==> src/pkg/wdt_consts.vh <==
// Constants for the watchdog, sleep and reset status block.
`ifndef WDT_CONSTS_VH
`define WDT_CONSTS_VH

// ****************************************************************
// Timing of the watchdog oscillator
// ****************************************************************
`define WDT_PERIOD_MS 16'd18
`define HOLD_PERIOD_MS 16'd18
`define WDT_OSC_KHZ 16'd32
`define WDT_TIMEOUT_TICKS (`WDT_PERIOD_MS * `WDT_OSC_KHZ)
`define HOLD_TICKS (`HOLD_PERIOD_MS * `WDT_OSC_KHZ)
`define CNT_W 16
`define PRE_W 8
`define PRE_ZERO 8'h00
`define PRE_ONE 8'h01
`define CNT_ZERO 16'h0000
`define CNT_ONE 16'h0001

// ****************************************************************
// Option register layout
// ****************************************************************
`define OPT_W 8
`define OPTION_RESET 8'h3F
`define OPT_IMPL_MASK 8'h3F
`define OPT_ASSIGN_BIT 3
`define OPT_RATE_HI 2
`define OPT_RATE_LO 0

// ****************************************************************
// Status and event register layout
// ****************************************************************
`define STAT_SLEEP_BIT 0
`define STAT_HOLD_BIT 1
`define STAT_POWERDOWN_BIT 3
`define STAT_TIMEOUT_BIT 4
`define EVT_W 3
`define EVT_TIMEOUT_BIT 0
`define EVT_WAKE_BIT 1
`define EVT_PIN_BIT 2
`define EVT_ZERO 3'h0

// ****************************************************************
// Register byte addresses and bus
// ****************************************************************
`define ADDR_W 4
`define ADDR_OPTION 4'h0
`define ADDR_STATUS 4'h4
`define ADDR_EVENT 4'h8
`define ADDR_MASK 4'hC
`define DATA_W 32
`define DATA_ZERO 32'h00000000
`define BYTE_ZERO 8'h00
`define PORT_W 8
`define PORT_ZERO 8'h00

`endif

==> src/rtl/level_sync.v <==
// Two-stage synchroniser for a level arriving from outside the clock domain.
`timescale 1ns/1ns
module level_sync (
  input wire i_clk,
  input wire i_rst_n,
  input wire i_async,
  output reg o_sync
);

  reg stage1;

  always @(posedge i_clk) begin
    if (!i_rst_n) begin
      stage1 <= 1'b0;
      o_sync <= 1'b0;
    end else begin
      stage1 <= i_async;
      o_sync <= stage1;
    end
  end

endmodule

==> src/rtl/tick_counter.v <==
// Tick counter that reports expiry when its limit is reached.
`timescale 1ns/1ns
`include "wdt_consts.vh"
module tick_counter #(
  parameter [`CNT_W-1:0] LIMIT = `WDT_TIMEOUT_TICKS
) (
  input wire i_clk,
  input wire i_rst_n,
  input wire i_clear,
  input wire i_step,
  output wire o_expire
);

  reg [`CNT_W-1:0] count;

  // A clear in the same cycle suppresses expiry, so a restart always wins.
  assign o_expire = i_step && !i_clear && (count == LIMIT - `CNT_ONE);

  always @(posedge i_clk) begin
    if (!i_rst_n) begin
      count <= `CNT_ZERO;
    end else if (i_clear || o_expire) begin
      count <= `CNT_ZERO;
    end else if (i_step) begin
      count <= count + `CNT_ONE;
    end
  end

endmodule

==> src/rtl/watchdog_sleep_reset_status.v <==
// Watchdog, power-down control and reset cause flags with an Avalon-MM slave.
//
// Local design decisions: the register offsets and the Avalon-MM register port.
`timescale 1ns/1ns
`include "wdt_consts.vh"
// Behaviour
// - Watchdog counts ticks of its own oscillator, also while core clock stops.
// - Watchdog time-out causes full device reset, awake or asleep.
// - Watchdog reset clears the time-out flag, status bit 4.
// - Configuration enable at zero disables the watchdog for as long as it stays zero.
// - Without prescaler the watchdog times out after nominal 18 ms.
// - Option register can assign shared prescaler, up to 1:128.
// - Clear instruction restarts watchdog counter and assigned prescaler.
// - Sleep instruction restarts watchdog counter and assigned prescaler.
// - Flags after reset: POR 11, pin wake 10, watchdog 01, watchdog wake 00.
// - Master-clear pulse in normal running leaves both flags untouched.
// - Only power-up, time-out, sleep and clear instruction change flags.
// - Time-out and sleep act regardless of current flag values.
// - Sleep restarts watchdog, sets time-out, clears power-down, stops oscillator.
// - Port pins keep their pre-sleep drive state during power-down.
// - Watchdog reset is internal and never drives master-clear pin.
// - Only master-clear or enabled time-out wake; both reset the device.
// - Watchdog counter is cleared on wake, whatever the source.
// - Time-out also starts the device hold timer holding core in reset.
module watchdog_sleep_reset_status #(
  parameter [`CNT_W-1:0] TIMEOUT_TICKS = `WDT_TIMEOUT_TICKS,
  parameter [`CNT_W-1:0] HOLD_TICKS = `HOLD_TICKS
) (
  input wire i_clk,
  input wire i_rst_n,
  input wire i_master_clear_pin_n,
  input wire i_wdt_osc,
  input wire i_watchdog_config_enable,
  input wire i_watchdog_clear_instr,
  input wire i_sleep_instr,
  input wire [`PORT_W-1:0] i_port_out,
  input wire [`PORT_W-1:0] i_port_oe,
  input wire [`ADDR_W-1:0] i_avs_address,
  input wire i_avs_read,
  input wire i_avs_write,
  input wire [`DATA_W-1:0] i_avs_writedata,
  input wire [3:0] i_avs_byteenable,
  output reg [`DATA_W-1:0] o_avs_readdata,
  output wire o_avs_waitrequest,
  output wire o_core_reset,
  output wire o_osc_drv_en,
  output wire o_timeout_flag,
  output wire o_powerdown_flag,
  output reg [`PORT_W-1:0] o_port_out,
  output reg [`PORT_W-1:0] o_port_oe,
  output wire o_irq
);

  // ****************************************************************
  // States
  // ****************************************************************
  localparam [2:0] ST_HOLD = 3'b001;
  localparam [2:0] ST_RUN = 3'b010;
  localparam [2:0] ST_SLEEP = 3'b100;

  reg [2:0] state;
  reg [2:0] next_state;

  reg timeout_flag;
  reg powerdown_flag;
  reg [`OPT_W-1:0] timer_prescale_option;
  reg [`PRE_W-1:0] pre_cnt;
  reg [`EVT_W-1:0] evt_status;
  reg [`EVT_W-1:0] evt_mask;
  reg osc_prev;
  reg pin_prev;
  reg bus_ack;

  wire pin_high;
  wire osc_level;
  wire osc_tick;
  wire wdt_expire;
  wire hold_expire;
  wire wdt_step;
  wire wdt_clear;
  wire in_hold;
  wire in_run;
  wire in_sleep;
  wire run_sleep;
  wire run_clear;
  wire enter_reset;
  wire wake;
  wire prescaler_assign;
  wire [2:0] prescale_rate;
  wire bus_req;
  wire bus_done;
  wire wr_lane0;
  wire [`EVT_W-1:0] evt_set;
  wire [`EVT_W-1:0] evt_w1c;

  // ****************************************************************
  // Functions
  // ****************************************************************
  // True when the low rate bits of the prescaler are all ones.
  function prescale_hit;
    input [`PRE_W-1:0] cnt;
    input [2:0] rate;
    reg [`PRE_W-1:0] mask;
    begin
      mask = (`PRE_ONE << rate) - `PRE_ONE;
      prescale_hit = ((cnt & mask) == mask);
    end
  endfunction

  // Byte of data that a read at the given address returns.
  function [`OPT_W-1:0] read_byte;
    input [`ADDR_W-1:0] addr;
    input [`OPT_W-1:0] status_byte;
    input [`EVT_W-1:0] evt;
    input [`EVT_W-1:0] msk;
    begin
      case (addr)
        `ADDR_STATUS: read_byte = status_byte;
        `ADDR_EVENT: read_byte = {5'h00, evt};
        `ADDR_MASK: read_byte = {5'h00, msk};
        default: read_byte = `BYTE_ZERO;
      endcase
    end
  endfunction

  // ****************************************************************
  // Pin inputs
  // ****************************************************************
  level_sync u_pin_sync (
    .i_clk(i_clk),
    .i_rst_n(i_rst_n),
    .i_async(i_master_clear_pin_n),
    .o_sync(pin_high)
  );

  // The watchdog oscillator is free-running and not stopped by sleep.
  level_sync u_osc_sync (
    .i_clk(i_clk),
    .i_rst_n(i_rst_n),
    .i_async(i_wdt_osc),
    .o_sync(osc_level)
  );

  always @(posedge i_clk) begin
    if (!i_rst_n) begin
      osc_prev <= 1'b0;
      pin_prev <= 1'b0;
    end else begin
      osc_prev <= osc_level;
      pin_prev <= pin_high;
    end
  end

  assign osc_tick = osc_level && !osc_prev;

  // ****************************************************************
  // Sequencing
  // ****************************************************************
  assign in_hold = state[0];
  assign in_run = state[1];
  assign in_sleep = state[2];
  assign run_sleep = in_run && i_sleep_instr;
  assign run_clear = in_run && i_watchdog_clear_instr && !i_sleep_instr;
  assign wake = in_sleep && (!pin_high || wdt_expire);
  assign enter_reset = (in_run || in_sleep) && (!pin_high || wdt_expire);

  always @* begin
    next_state = state;
    case (state)
      ST_HOLD: begin
        if (pin_high && hold_expire) begin
          next_state = ST_RUN;
        end
      end
      ST_RUN: begin
        if (!pin_high || wdt_expire) begin
          next_state = ST_HOLD;
        end else if (i_sleep_instr) begin
          next_state = ST_SLEEP;
        end
      end
      ST_SLEEP: begin
        // Wake is always a reset, never a resumption.
        if (!pin_high || wdt_expire) begin
          next_state = ST_HOLD;
        end
      end
      default: begin
        next_state = ST_HOLD;
      end
    endcase
  end

  always @(posedge i_clk) begin
    if (!i_rst_n) begin
      state <= ST_HOLD;
    end else begin
      state <= next_state;
    end
  end

  // The core is held until the pin is high and the hold timer has run out.
  assign o_core_reset = in_hold;
  assign o_osc_drv_en = !in_sleep;

  // ****************************************************************
  // Hold timer
  // ****************************************************************
  // Restarted whenever the pin is low, so the hold counts from pin release.
  tick_counter #(
    .LIMIT(HOLD_TICKS)
  ) u_hold (
    .i_clk(i_clk),
    .i_rst_n(i_rst_n),
    .i_clear(!in_hold || !pin_high),
    .i_step(osc_tick),
    .o_expire(hold_expire)
  );

  // ****************************************************************
  // Watchdog counter and prescaler
  // ****************************************************************
  assign prescaler_assign = timer_prescale_option[`OPT_ASSIGN_BIT];
  assign prescale_rate = timer_prescale_option[`OPT_RATE_HI:`OPT_RATE_LO];

  // Prescaler output gates watchdog steps only when it is assigned here.
  assign wdt_step = osc_tick &&
    (!prescaler_assign || prescale_hit(pre_cnt, prescale_rate));

  // Pin-low during sleep also restarts the counter; a time-out wake
  // restarts it through the counter's own expiry.
  assign wdt_clear = !i_watchdog_config_enable
    || in_hold
    || run_clear
    || run_sleep
    || (in_sleep && !pin_high);

  tick_counter #(
    .LIMIT(TIMEOUT_TICKS)
  ) u_watchdog_counter (
    .i_clk(i_clk),
    .i_rst_n(i_rst_n),
    .i_clear(wdt_clear),
    .i_step(wdt_step),
    .o_expire(wdt_expire)
  );

  always @(posedge i_clk) begin
    if (!i_rst_n) begin
      pre_cnt <= `PRE_ZERO;
    end else if (!prescaler_assign || wdt_clear || wdt_expire) begin
      pre_cnt <= `PRE_ZERO;
    end else if (osc_tick) begin
      pre_cnt <= pre_cnt + `PRE_ONE;
    end
  end

  // ****************************************************************
  // Reset cause flags
  // ****************************************************************
  // The pin never appears here, so a pin reset leaves both flags alone.
  always @(posedge i_clk) begin
    if (!i_rst_n) begin
      timeout_flag <= 1'b1;
      powerdown_flag <= 1'b1;
    end else if (wdt_expire) begin
      timeout_flag <= 1'b0;
    end else if (run_sleep) begin
      timeout_flag <= 1'b1;
      powerdown_flag <= 1'b0;
    end else if (run_clear) begin
      timeout_flag <= 1'b1;
      powerdown_flag <= 1'b1;
    end
  end

  assign o_timeout_flag = timeout_flag;
  assign o_powerdown_flag = powerdown_flag;

  // ****************************************************************
  // Port pin hold
  // ****************************************************************
  // Registered so the state seen at the sleep instruction is what freezes.
  always @(posedge i_clk) begin
    if (!i_rst_n) begin
      o_port_out <= `PORT_ZERO;
      o_port_oe <= `PORT_ZERO;
    end else if (!in_sleep) begin
      o_port_out <= i_port_out;
      o_port_oe <= i_port_oe;
    end
  end

  // ****************************************************************
  // Register bus
  // ****************************************************************
  // One wait state on every access keeps read data registered.
  assign bus_req = i_avs_read || i_avs_write;
  assign bus_done = bus_req && bus_ack;
  assign wr_lane0 = bus_done && i_avs_write && i_avs_byteenable[0];
  assign o_avs_waitrequest = !bus_ack;

  always @(posedge i_clk) begin
    if (!i_rst_n) begin
      bus_ack <= 1'b0;
      o_avs_readdata <= `DATA_ZERO;
    end else begin
      bus_ack <= bus_req && !bus_ack;
      if (bus_req && !bus_ack) begin
        o_avs_readdata <= {24'h000000, read_byte(i_avs_address,
          {3'h0, timeout_flag, powerdown_flag, 1'b0, in_hold, in_sleep},
          evt_status, evt_mask)};
      end
    end
  end

  // Device reset restores the option register and beats a bus write.
  always @(posedge i_clk) begin
    if (!i_rst_n) begin
      timer_prescale_option <= `OPTION_RESET;
    end else if (enter_reset) begin
      timer_prescale_option <= `OPTION_RESET;
    end else if (wr_lane0 && (i_avs_address == `ADDR_OPTION)) begin
      timer_prescale_option <= i_avs_writedata[`OPT_W-1:0] & `OPT_IMPL_MASK;
    end
  end

  // ****************************************************************
  // Interrupts
  // ****************************************************************
  assign evt_set = {pin_prev && !pin_high, wake, wdt_expire};
  assign evt_w1c = (wr_lane0 && (i_avs_address == `ADDR_EVENT)) ?
    i_avs_writedata[`EVT_W-1:0] : `EVT_ZERO;

  // A new event in the clearing cycle stays set.
  always @(posedge i_clk) begin
    if (!i_rst_n) begin
      evt_status <= `EVT_ZERO;
      evt_mask <= `EVT_ZERO;
    end else begin
      evt_status <= (evt_status & ~evt_w1c) | evt_set;
      if (wr_lane0 && (i_avs_address == `ADDR_MASK)) begin
        evt_mask <= i_avs_writedata[`EVT_W-1:0];
      end
    end
  end

  assign o_irq = |(evt_status & evt_mask);

  // The master-clear pin is an input only; no reset path drives it.

endmodule

==> config.mk <==
export PLATFORM = sky130hd
export DESIGN_NAME = watchdog_sleep_reset_status
export DESIGN_NICKNAME = d
export VERILOG_FILES = /design/src/rtl/level_sync.v /design/src/rtl/tick_counter.v /design/src/rtl/watchdog_sleep_reset_status.v
export VERILOG_INCLUDE_DIRS = /design/src /design/src/pkg
export SDC_FILE = /design/constraint.sdc
export NUM_CORES = 1
export LEC_CHECK = 0
export ABC_AREA = 1
export BUFFER_PORTS_ARGS = -buffer_cell sky130_fd_sc_hd__buf_4
export CAP_MARGIN = 10
export CORE_MARGIN = 2
export CORE_UTILIZATION = 40
export CTS_CLUSTER_SIZE = 28
export DETAILED_ROUTE_END_ITERATION = 8
export MAX_ROUTING_LAYER = met4
export PLACE_DENSITY_LB_ADDON = 0.25
export RECOVER_POWER = 100
export REMOVE_ABC_BUFFERS = 1
export SLEW_MARGIN = 15
export SYNTH_ARGS = -nofsm -noshare
export SYNTH_HDL_FRONTEND = slang
export SYNTH_SLANG_ARGS = --single-unit
export TNS_END_PERCENT = 5
==> constraint.sdc <==
create_clock -name i_clk -period 2.6 [get_ports i_clk]
set_clock_uncertainty 0.15 [all_clocks]
set_input_delay 0.39 -clock i_clk [delete_from_list [all_inputs] [get_ports i_clk]]
set_output_delay 0.39 -clock i_clk [all_outputs]
set_load 0.05 [all_outputs]
Yosys cells after proc, flatten, opt, wreduce, memory -nomap -nowiden
Index checks and enable logic that the tools add are counted.
{"block": "totals", "word_cells": 108, "output_inout_bits": 54, "latchBits": 0, "memories": 0, "inputBits": 65, "ff_bits": 86, "ram_bits": 0, "mem_bits_ro": 0}
{"block": "op_classes", "n_shift": 1, "bitwise_logic": 7, "order_cmp": 0, "div": 0, "n_mul": 0, "reduce_logical": 54, "addsub": 4, "eq_ne": 12, "n_mux": 11}
{"operator": "$add A16 B1 Y16 const B", "n": 2}
{"operator": "$eq A16 B10 Y1 const B", "n": 2}
{"operator": "$logic_and A1 B1 Y1", "n": 21}
{"operator": "$mux W3", "n": 5}
{"operator": "$pmux W5 S3", "n": 1}
{"operator": "$logic_or A1 B1 Y1", "n": 13}
{"operator": "$logic_not A1 Y1", "n": 10}
{"operator": "$pmux W3 S3", "n": 1}
{"operator": "$add A8 B1 Y8 const B", "n": 1}
{"operator": "$and A8 B8 Y8", "n": 1}
{"operator": "$eq A4 B4 Y1 const B", "n": 2}
{"operator": "$eq A8 B8 Y1", "n": 1}
{"operator": "$reduce_or A2 Y1", "n": 4}
{"operator": "$shl A1 B3 Y8 const A", "n": 1}
{"operator": "$sub A8 B1 Y8 const B", "n": 1}
{"operator": "$and A3 B3 Y3", "n": 2}
{"operator": "$eq A4 B3 Y1 const B", "n": 1}
{"operator": "$logic_not A4 Y1", "n": 1}
{"operator": "$mux W1", "n": 4}
{"operator": "$ne A2 B2 Y1 const B", "n": 2}
{"operator": "$eq A3 B1 Y1 const B", "n": 1}
{"operator": "$eq A3 B2 Y1 const B", "n": 1}
{"operator": "$eq A3 B3 Y1 const B", "n": 1}
{"operator": "$ne A3 B3 Y1 const B", "n": 1}
{"operator": "8 further kinds", "n": 9}

Logic depth before layout (Yosys ltp)
{"block": "depth", "ltp_word": 11, "mapped_depth": 14, "mapped_depth_nobuf": 14}

By module
Synthesis repeated with hierarchy kept, for this count alone.
{"block": "unflattened", "cells_unflattened": 574, "hier_area_um2": 4103.9}
{"module": "watchdog_sleep_reset_status", "area_per_inst_um2": 2277.2, "n_inst": 1, "seq_area_each_um2": 920.9, "cells_each": 314}
{"module": "tick_counter", "area_per_inst_um2": 858.3, "n_inst": 2, "seq_area_each_um2": 320.3, "cells_each": 124}
{"module": "level_sync", "area_per_inst_um2": 55.1, "n_inst": 2, "seq_area_each_um2": 40.0, "cells_each": 6}

Worst setup path after synthesis
Ideal clock, no wire load.
{"block": "synth_path", "kind": "flip-flop to flip-flop", "from": "register state[0]", "to": "register timer_prescale_option[1]", "path_stages_with_launch": 10, "t_required_ns": 2.309, "period_less_slack_ns": 1.847, "arrival_time_ns": 1.555, "slack_ns": 0.753, "path_buffers": 0, "setup_ns": 0.141, "path_cell_list": "dfxtp_1 nor2_1 nand2_1 nor2_2 nand3_1 nor2_1 nand3_2 nand2_1 a21oi_1 o211ai_1"}
{"block": "synth_via", "elab_chain_cells": 10}
{"element": "from (decl)", "line": "watchdog_sleep_reset_status.v:61", "source": "reg [2:0] state;"}
{"element": "from (signal assigned)", "line": "watchdog_sleep_reset_status.v:198", "source": "state <= next_state;"}
{"element": "$logic_or A1 B1 Y1", "line": "watchdog_sleep_reset_status.v:233", "source": "|| in_hold"}
{"element": "$logic_or A1 B1 Y1", "line": "watchdog_sleep_reset_status.v:234", "source": "|| run_clear"}
{"element": "$logic_or A1 B1 Y1", "line": "watchdog_sleep_reset_status.v:235", "source": "|| run_sleep"}
{"element": "$logic_or A1 B1 Y1", "line": "watchdog_sleep_reset_status.v:236", "source": "|| (in_sleep && !pin_high);"}
{"element": "$logic_not A1 Y1", "line": "tick_counter.v:17", "source": "assign o_expire = i_step && !i_clear && (count == LIMIT - `CNT_ONE);"}
{"element": "$logic_and A1 B1 Y1 (2 in a row)", "line": "tick_counter.v:17"}
{"element": "$logic_or A1 B1 Y1", "line": "watchdog_sleep_reset_status.v:165", "source": "assign enter_reset = (in_run || in_sleep) && (!pin_high || wdt_expire);"}
{"element": "$logic_and A1 B1 Y1", "line": "watchdog_sleep_reset_status.v:165"}
{"element": "$reduce_or A2 Y1 (no source line)"}
{"element": "to (signal assigned)", "line": "watchdog_sleep_reset_status.v:320", "source": "timer_prescale_option <= `OPTION_RESET;"}
{"element": "to (signal assigned)", "line": "watchdog_sleep_reset_status.v:322", "source": "timer_prescale_option <= `OPTION_RESET;"}
{"element": "to (signal assigned)", "line": "watchdog_sleep_reset_status.v:324", "source": "timer_prescale_option <= i_avs_writedata[`OPT_W-1:0] & `OPT_IMPL_MASK;"}
{"element": "to (decl)", "line": "watchdog_sleep_reset_status.v:66", "source": "reg [`OPT_W-1:0] timer_prescale_option;"}
No other way between the ends.
A chain may end at the register's enable or synchronous reset.

Worst setup path after layout
{"block": "layout_path", "from": "register state[2]", "to": "output port o_osc_drv_en"}
{"block": "layout_via", "elab_chain_cells": 1}
{"element": "$logic_not A1 Y1"}
{"element": "to (decl)", "line": "watchdog_sleep_reset_status.v:46", "source": "output wire o_osc_drv_en,"}
No other way between the ends.

==> metrics.txt <==
status=finished, final reports clean; Antenna Cells=0; Synth Area in Adders=0.00957; critical path data arrival time=1.80 ns; dpl ws=0.388 ns; worst skew pair latency=0.35 ns; CP endpoint kind=primary output; mux contribution to synthesized area=0.00511; Pins Over Slew Limit=0; WP data required=2.06 ns; commonest non-fill, non-tap cell in the layout=nand2_1; synthesized area=3920 um^2; leakage=1.79 nW; via count=3461; layout net count=678; type of origin of the critical path=flip-flop; vias per inst=4.63; HP Class=input port to flip-flop; f_max=428 MHz; setup tns final=0 ns; Yosys reg bits=82; post-synthesis simple-gate area fraction=0.303; antenna violations before repair=0; share of post-route cells with drive strength above 1=0.102; # hold bufs at CTS=0; Syn Area/Cell=7.16 um^2; RSZ-0062 raised after global routing=no; first-pass GRT wire length=13000 um; max-capacitance violation count=0; CTS clock-pin slew for the worst setup and hold paths=0.09 ns; cts bufs inserted=9; CTS HTree Levels=3; most frequent cells in the layout=nand2_1 (113), dfxtp_1 (82), nor2_1 (78); remaining antenna violation count=0; Fin. Hold Viols=0; xor/xnor cell area share of the yosys netlist=0.0335; final worst slack=0.264 ns; Die ar.=10600 um^2; main combinational cell family by area after synthesis=simple AND/OR/NAND/NOR gates; crit path cell chain=buf_4 -> inv_1 -> buf_4 -> clkbuf_1; Die W=103 um; Crit-path slowest cell=clkbuf_1; Final period util=0.899; clk buf depth=2; CP peak stage delay=0.49 ns; # rows=36; Least-Margin Pin Slew=0.658 ns; crit-path leading delay family=buffers and inverters; Final Critical Period=2.34 ns; initial drt markers=105; layout overhead on the synthesized area=14.7%; GPL Wtd Cong=0.836; post-CTS setup buffer count=0; Synth Area in Compound Gates=0.107; HPWL Detailed=5920 um; final setup fails=0; DRT Pass-1 Iters=4; vias in the first global route=3102; root cell of the clock tree=clkbuf_8; Post-Layout Cell Count=748; grt total ovfl=0; cts repair resizes=0; Placed Cells=732; CTS tree=built; largest net degree at the start of global routing=34; Initial Utilization=0.407; Die Span Y=103 um; Routed WL=7980 um; YS warnings=0; peak supply drop=0.575 mV; IO Pins=119; sequential fraction of the synthesis area=0.419; Syn Inst Count=548; drc violations=0; pwr dens=705 nW/um^2; critical path's most frequent cell=buf_4; CP Max Fanout=20; Sink Count=82; distinct cell type count of the synthesized netlist=35; hold slack=0.0673 ns; Buf/Inv on CP=4; core area=9640 um^2; Buffers on Ports=60; Tot GR Track Use=0.155; worst setup path class=flip-flop to primary output; Worst slew margin=0.558; drt wl/cell=10.7 um
## per-layer routing
metal  vias up  part of all wire  track usage
met5         -                 0            -
met4         0             0.010       0.0445
met3         8             0.030       0.0359
met2        54              0.47        0.250
met1      1568              0.49        0.195
li1       1831                 -            -
## sequential cells by signal, summed over array words and instances (netlist names), 3 cells and up
signal	count
u_watchdog_counter.count	16
timer_prescale_option	4
u_hold.count	16
state	3
evt_mask	3
o_port_oe	8
pre_cnt	7
o_avs_readdata	5
o_port_out	8
evt_status	3
## cells by family (layout without fill, tap and decap cells)
logic type               count (synthesis)  after routing
AND/OR/NAND/NOR                        269            269
buffers and inverters                   99            140
flip-flops                              82             82
AO/OA/AOI/OAI                           77             77
XOR/XNOR                                15             15
adder cells (fa/ha/maj)                  3              3
multiplexers                             2              2
other                                    1             27
## cell usage after synthesis
cell type	number	share of area
nor2_2	2	0.0032
inv_2	1	0.00096
a211oi_2	1	0.0032
ha_1	3	0.0096
nand4_1	6	0.0096
clkbuf_1	8	0.0077
a21oi_1	34	0.043
nand3_1	26	0.033
o221ai_1	2	0.0045
dfxtp_1	82	0.42
or2_2	1	0.0016
nor3b_1	8	0.015
nand3_2	2	0.0051
o211ai_1	3	0.0057
buf_4	27	0.052
clkinv_1	1	0.00096
xnor2_1	4	0.0089
nor3_1	20	0.026
mux2i_1	2	0.0051
nand2_1	112	0.11
clkinv_2	1	0.0013
nor4_2	1	0.0032
nand2_2	3	0.0048
buf_2	4	0.0051
o21ai_0	33	0.042
inv_1	57	0.055
o21bai_1	1	0.0019
nand3b_1	1	0.0019
nor4_1	4	0.0064
nor3_2	4	0.010
or2_0	1	0.0016
xor2_1	11	0.025
o21a_1	3	0.0057
conb_1	1	0.00096
nor2_1	78	0.075
## worst reg2reg max path: cells and delay by family (launching register included)
family	cells	cell delay (ns)
flip-flops	1	0.37
AND/OR/NAND/NOR	6	1.03
buffers and inverters	2	0.32
adder cells (fa/ha/maj)	1	0.18
## worst paths after layout
path / start / to / slack (ns) / cells after the start
hold / removal: i_wdt_osc / u_osc_sync.stage1 / 0.07 / 3
setup / recovery: state[2] / o_osc_drv_en / 0.26 / 4
setup reg to reg: u_watchdog_counter.count[0] / u_watchdog_counter.count[6] / 0.44 / 9
hold reg to reg: u_osc_sync.stage1 / u_osc_sync.o_sync / 0.27 / 2
## per-stage QoR
stage / util / total power, mW / area (um^2)
after floorplan: - / 2.05 / 3770
after global placement: 0.458 / 2.30 / 4410
after detailed placement: 0.458 / 2.31 / 4410
after CTS: 0.480 / 3.29 / 4620
after global routing: 0.467 / 3.34 / 4500
final: 0.467 / 3.17 / 4500
## layout make-up
cell class | count | area, um^2
well taps | 133 | 166
clock buffers | 10 | 138
fillers | 1039 | 5140
flip-flops and latches | 82 | 1640
multi-input cells | 393 | 1880
repair buffers | 64 | 375
inverters | 60 | 226
clock inverters | 6 | 73.8
## report_power, final
part / total (mW) / switching (mW) / internal (mW) / leakage [nW]
clock network: 0.967 / 0.486 / 0.480 / 0.107
logic: 0.794 / 0.628 / 0.166 / 1.02
registers: 1.41 / 0.0570 / 1.35 / 0.668
total: 3.17 / 1.17 / 2.00 / 1.79
Note: power is estimated with default switching activity, not from simulation.
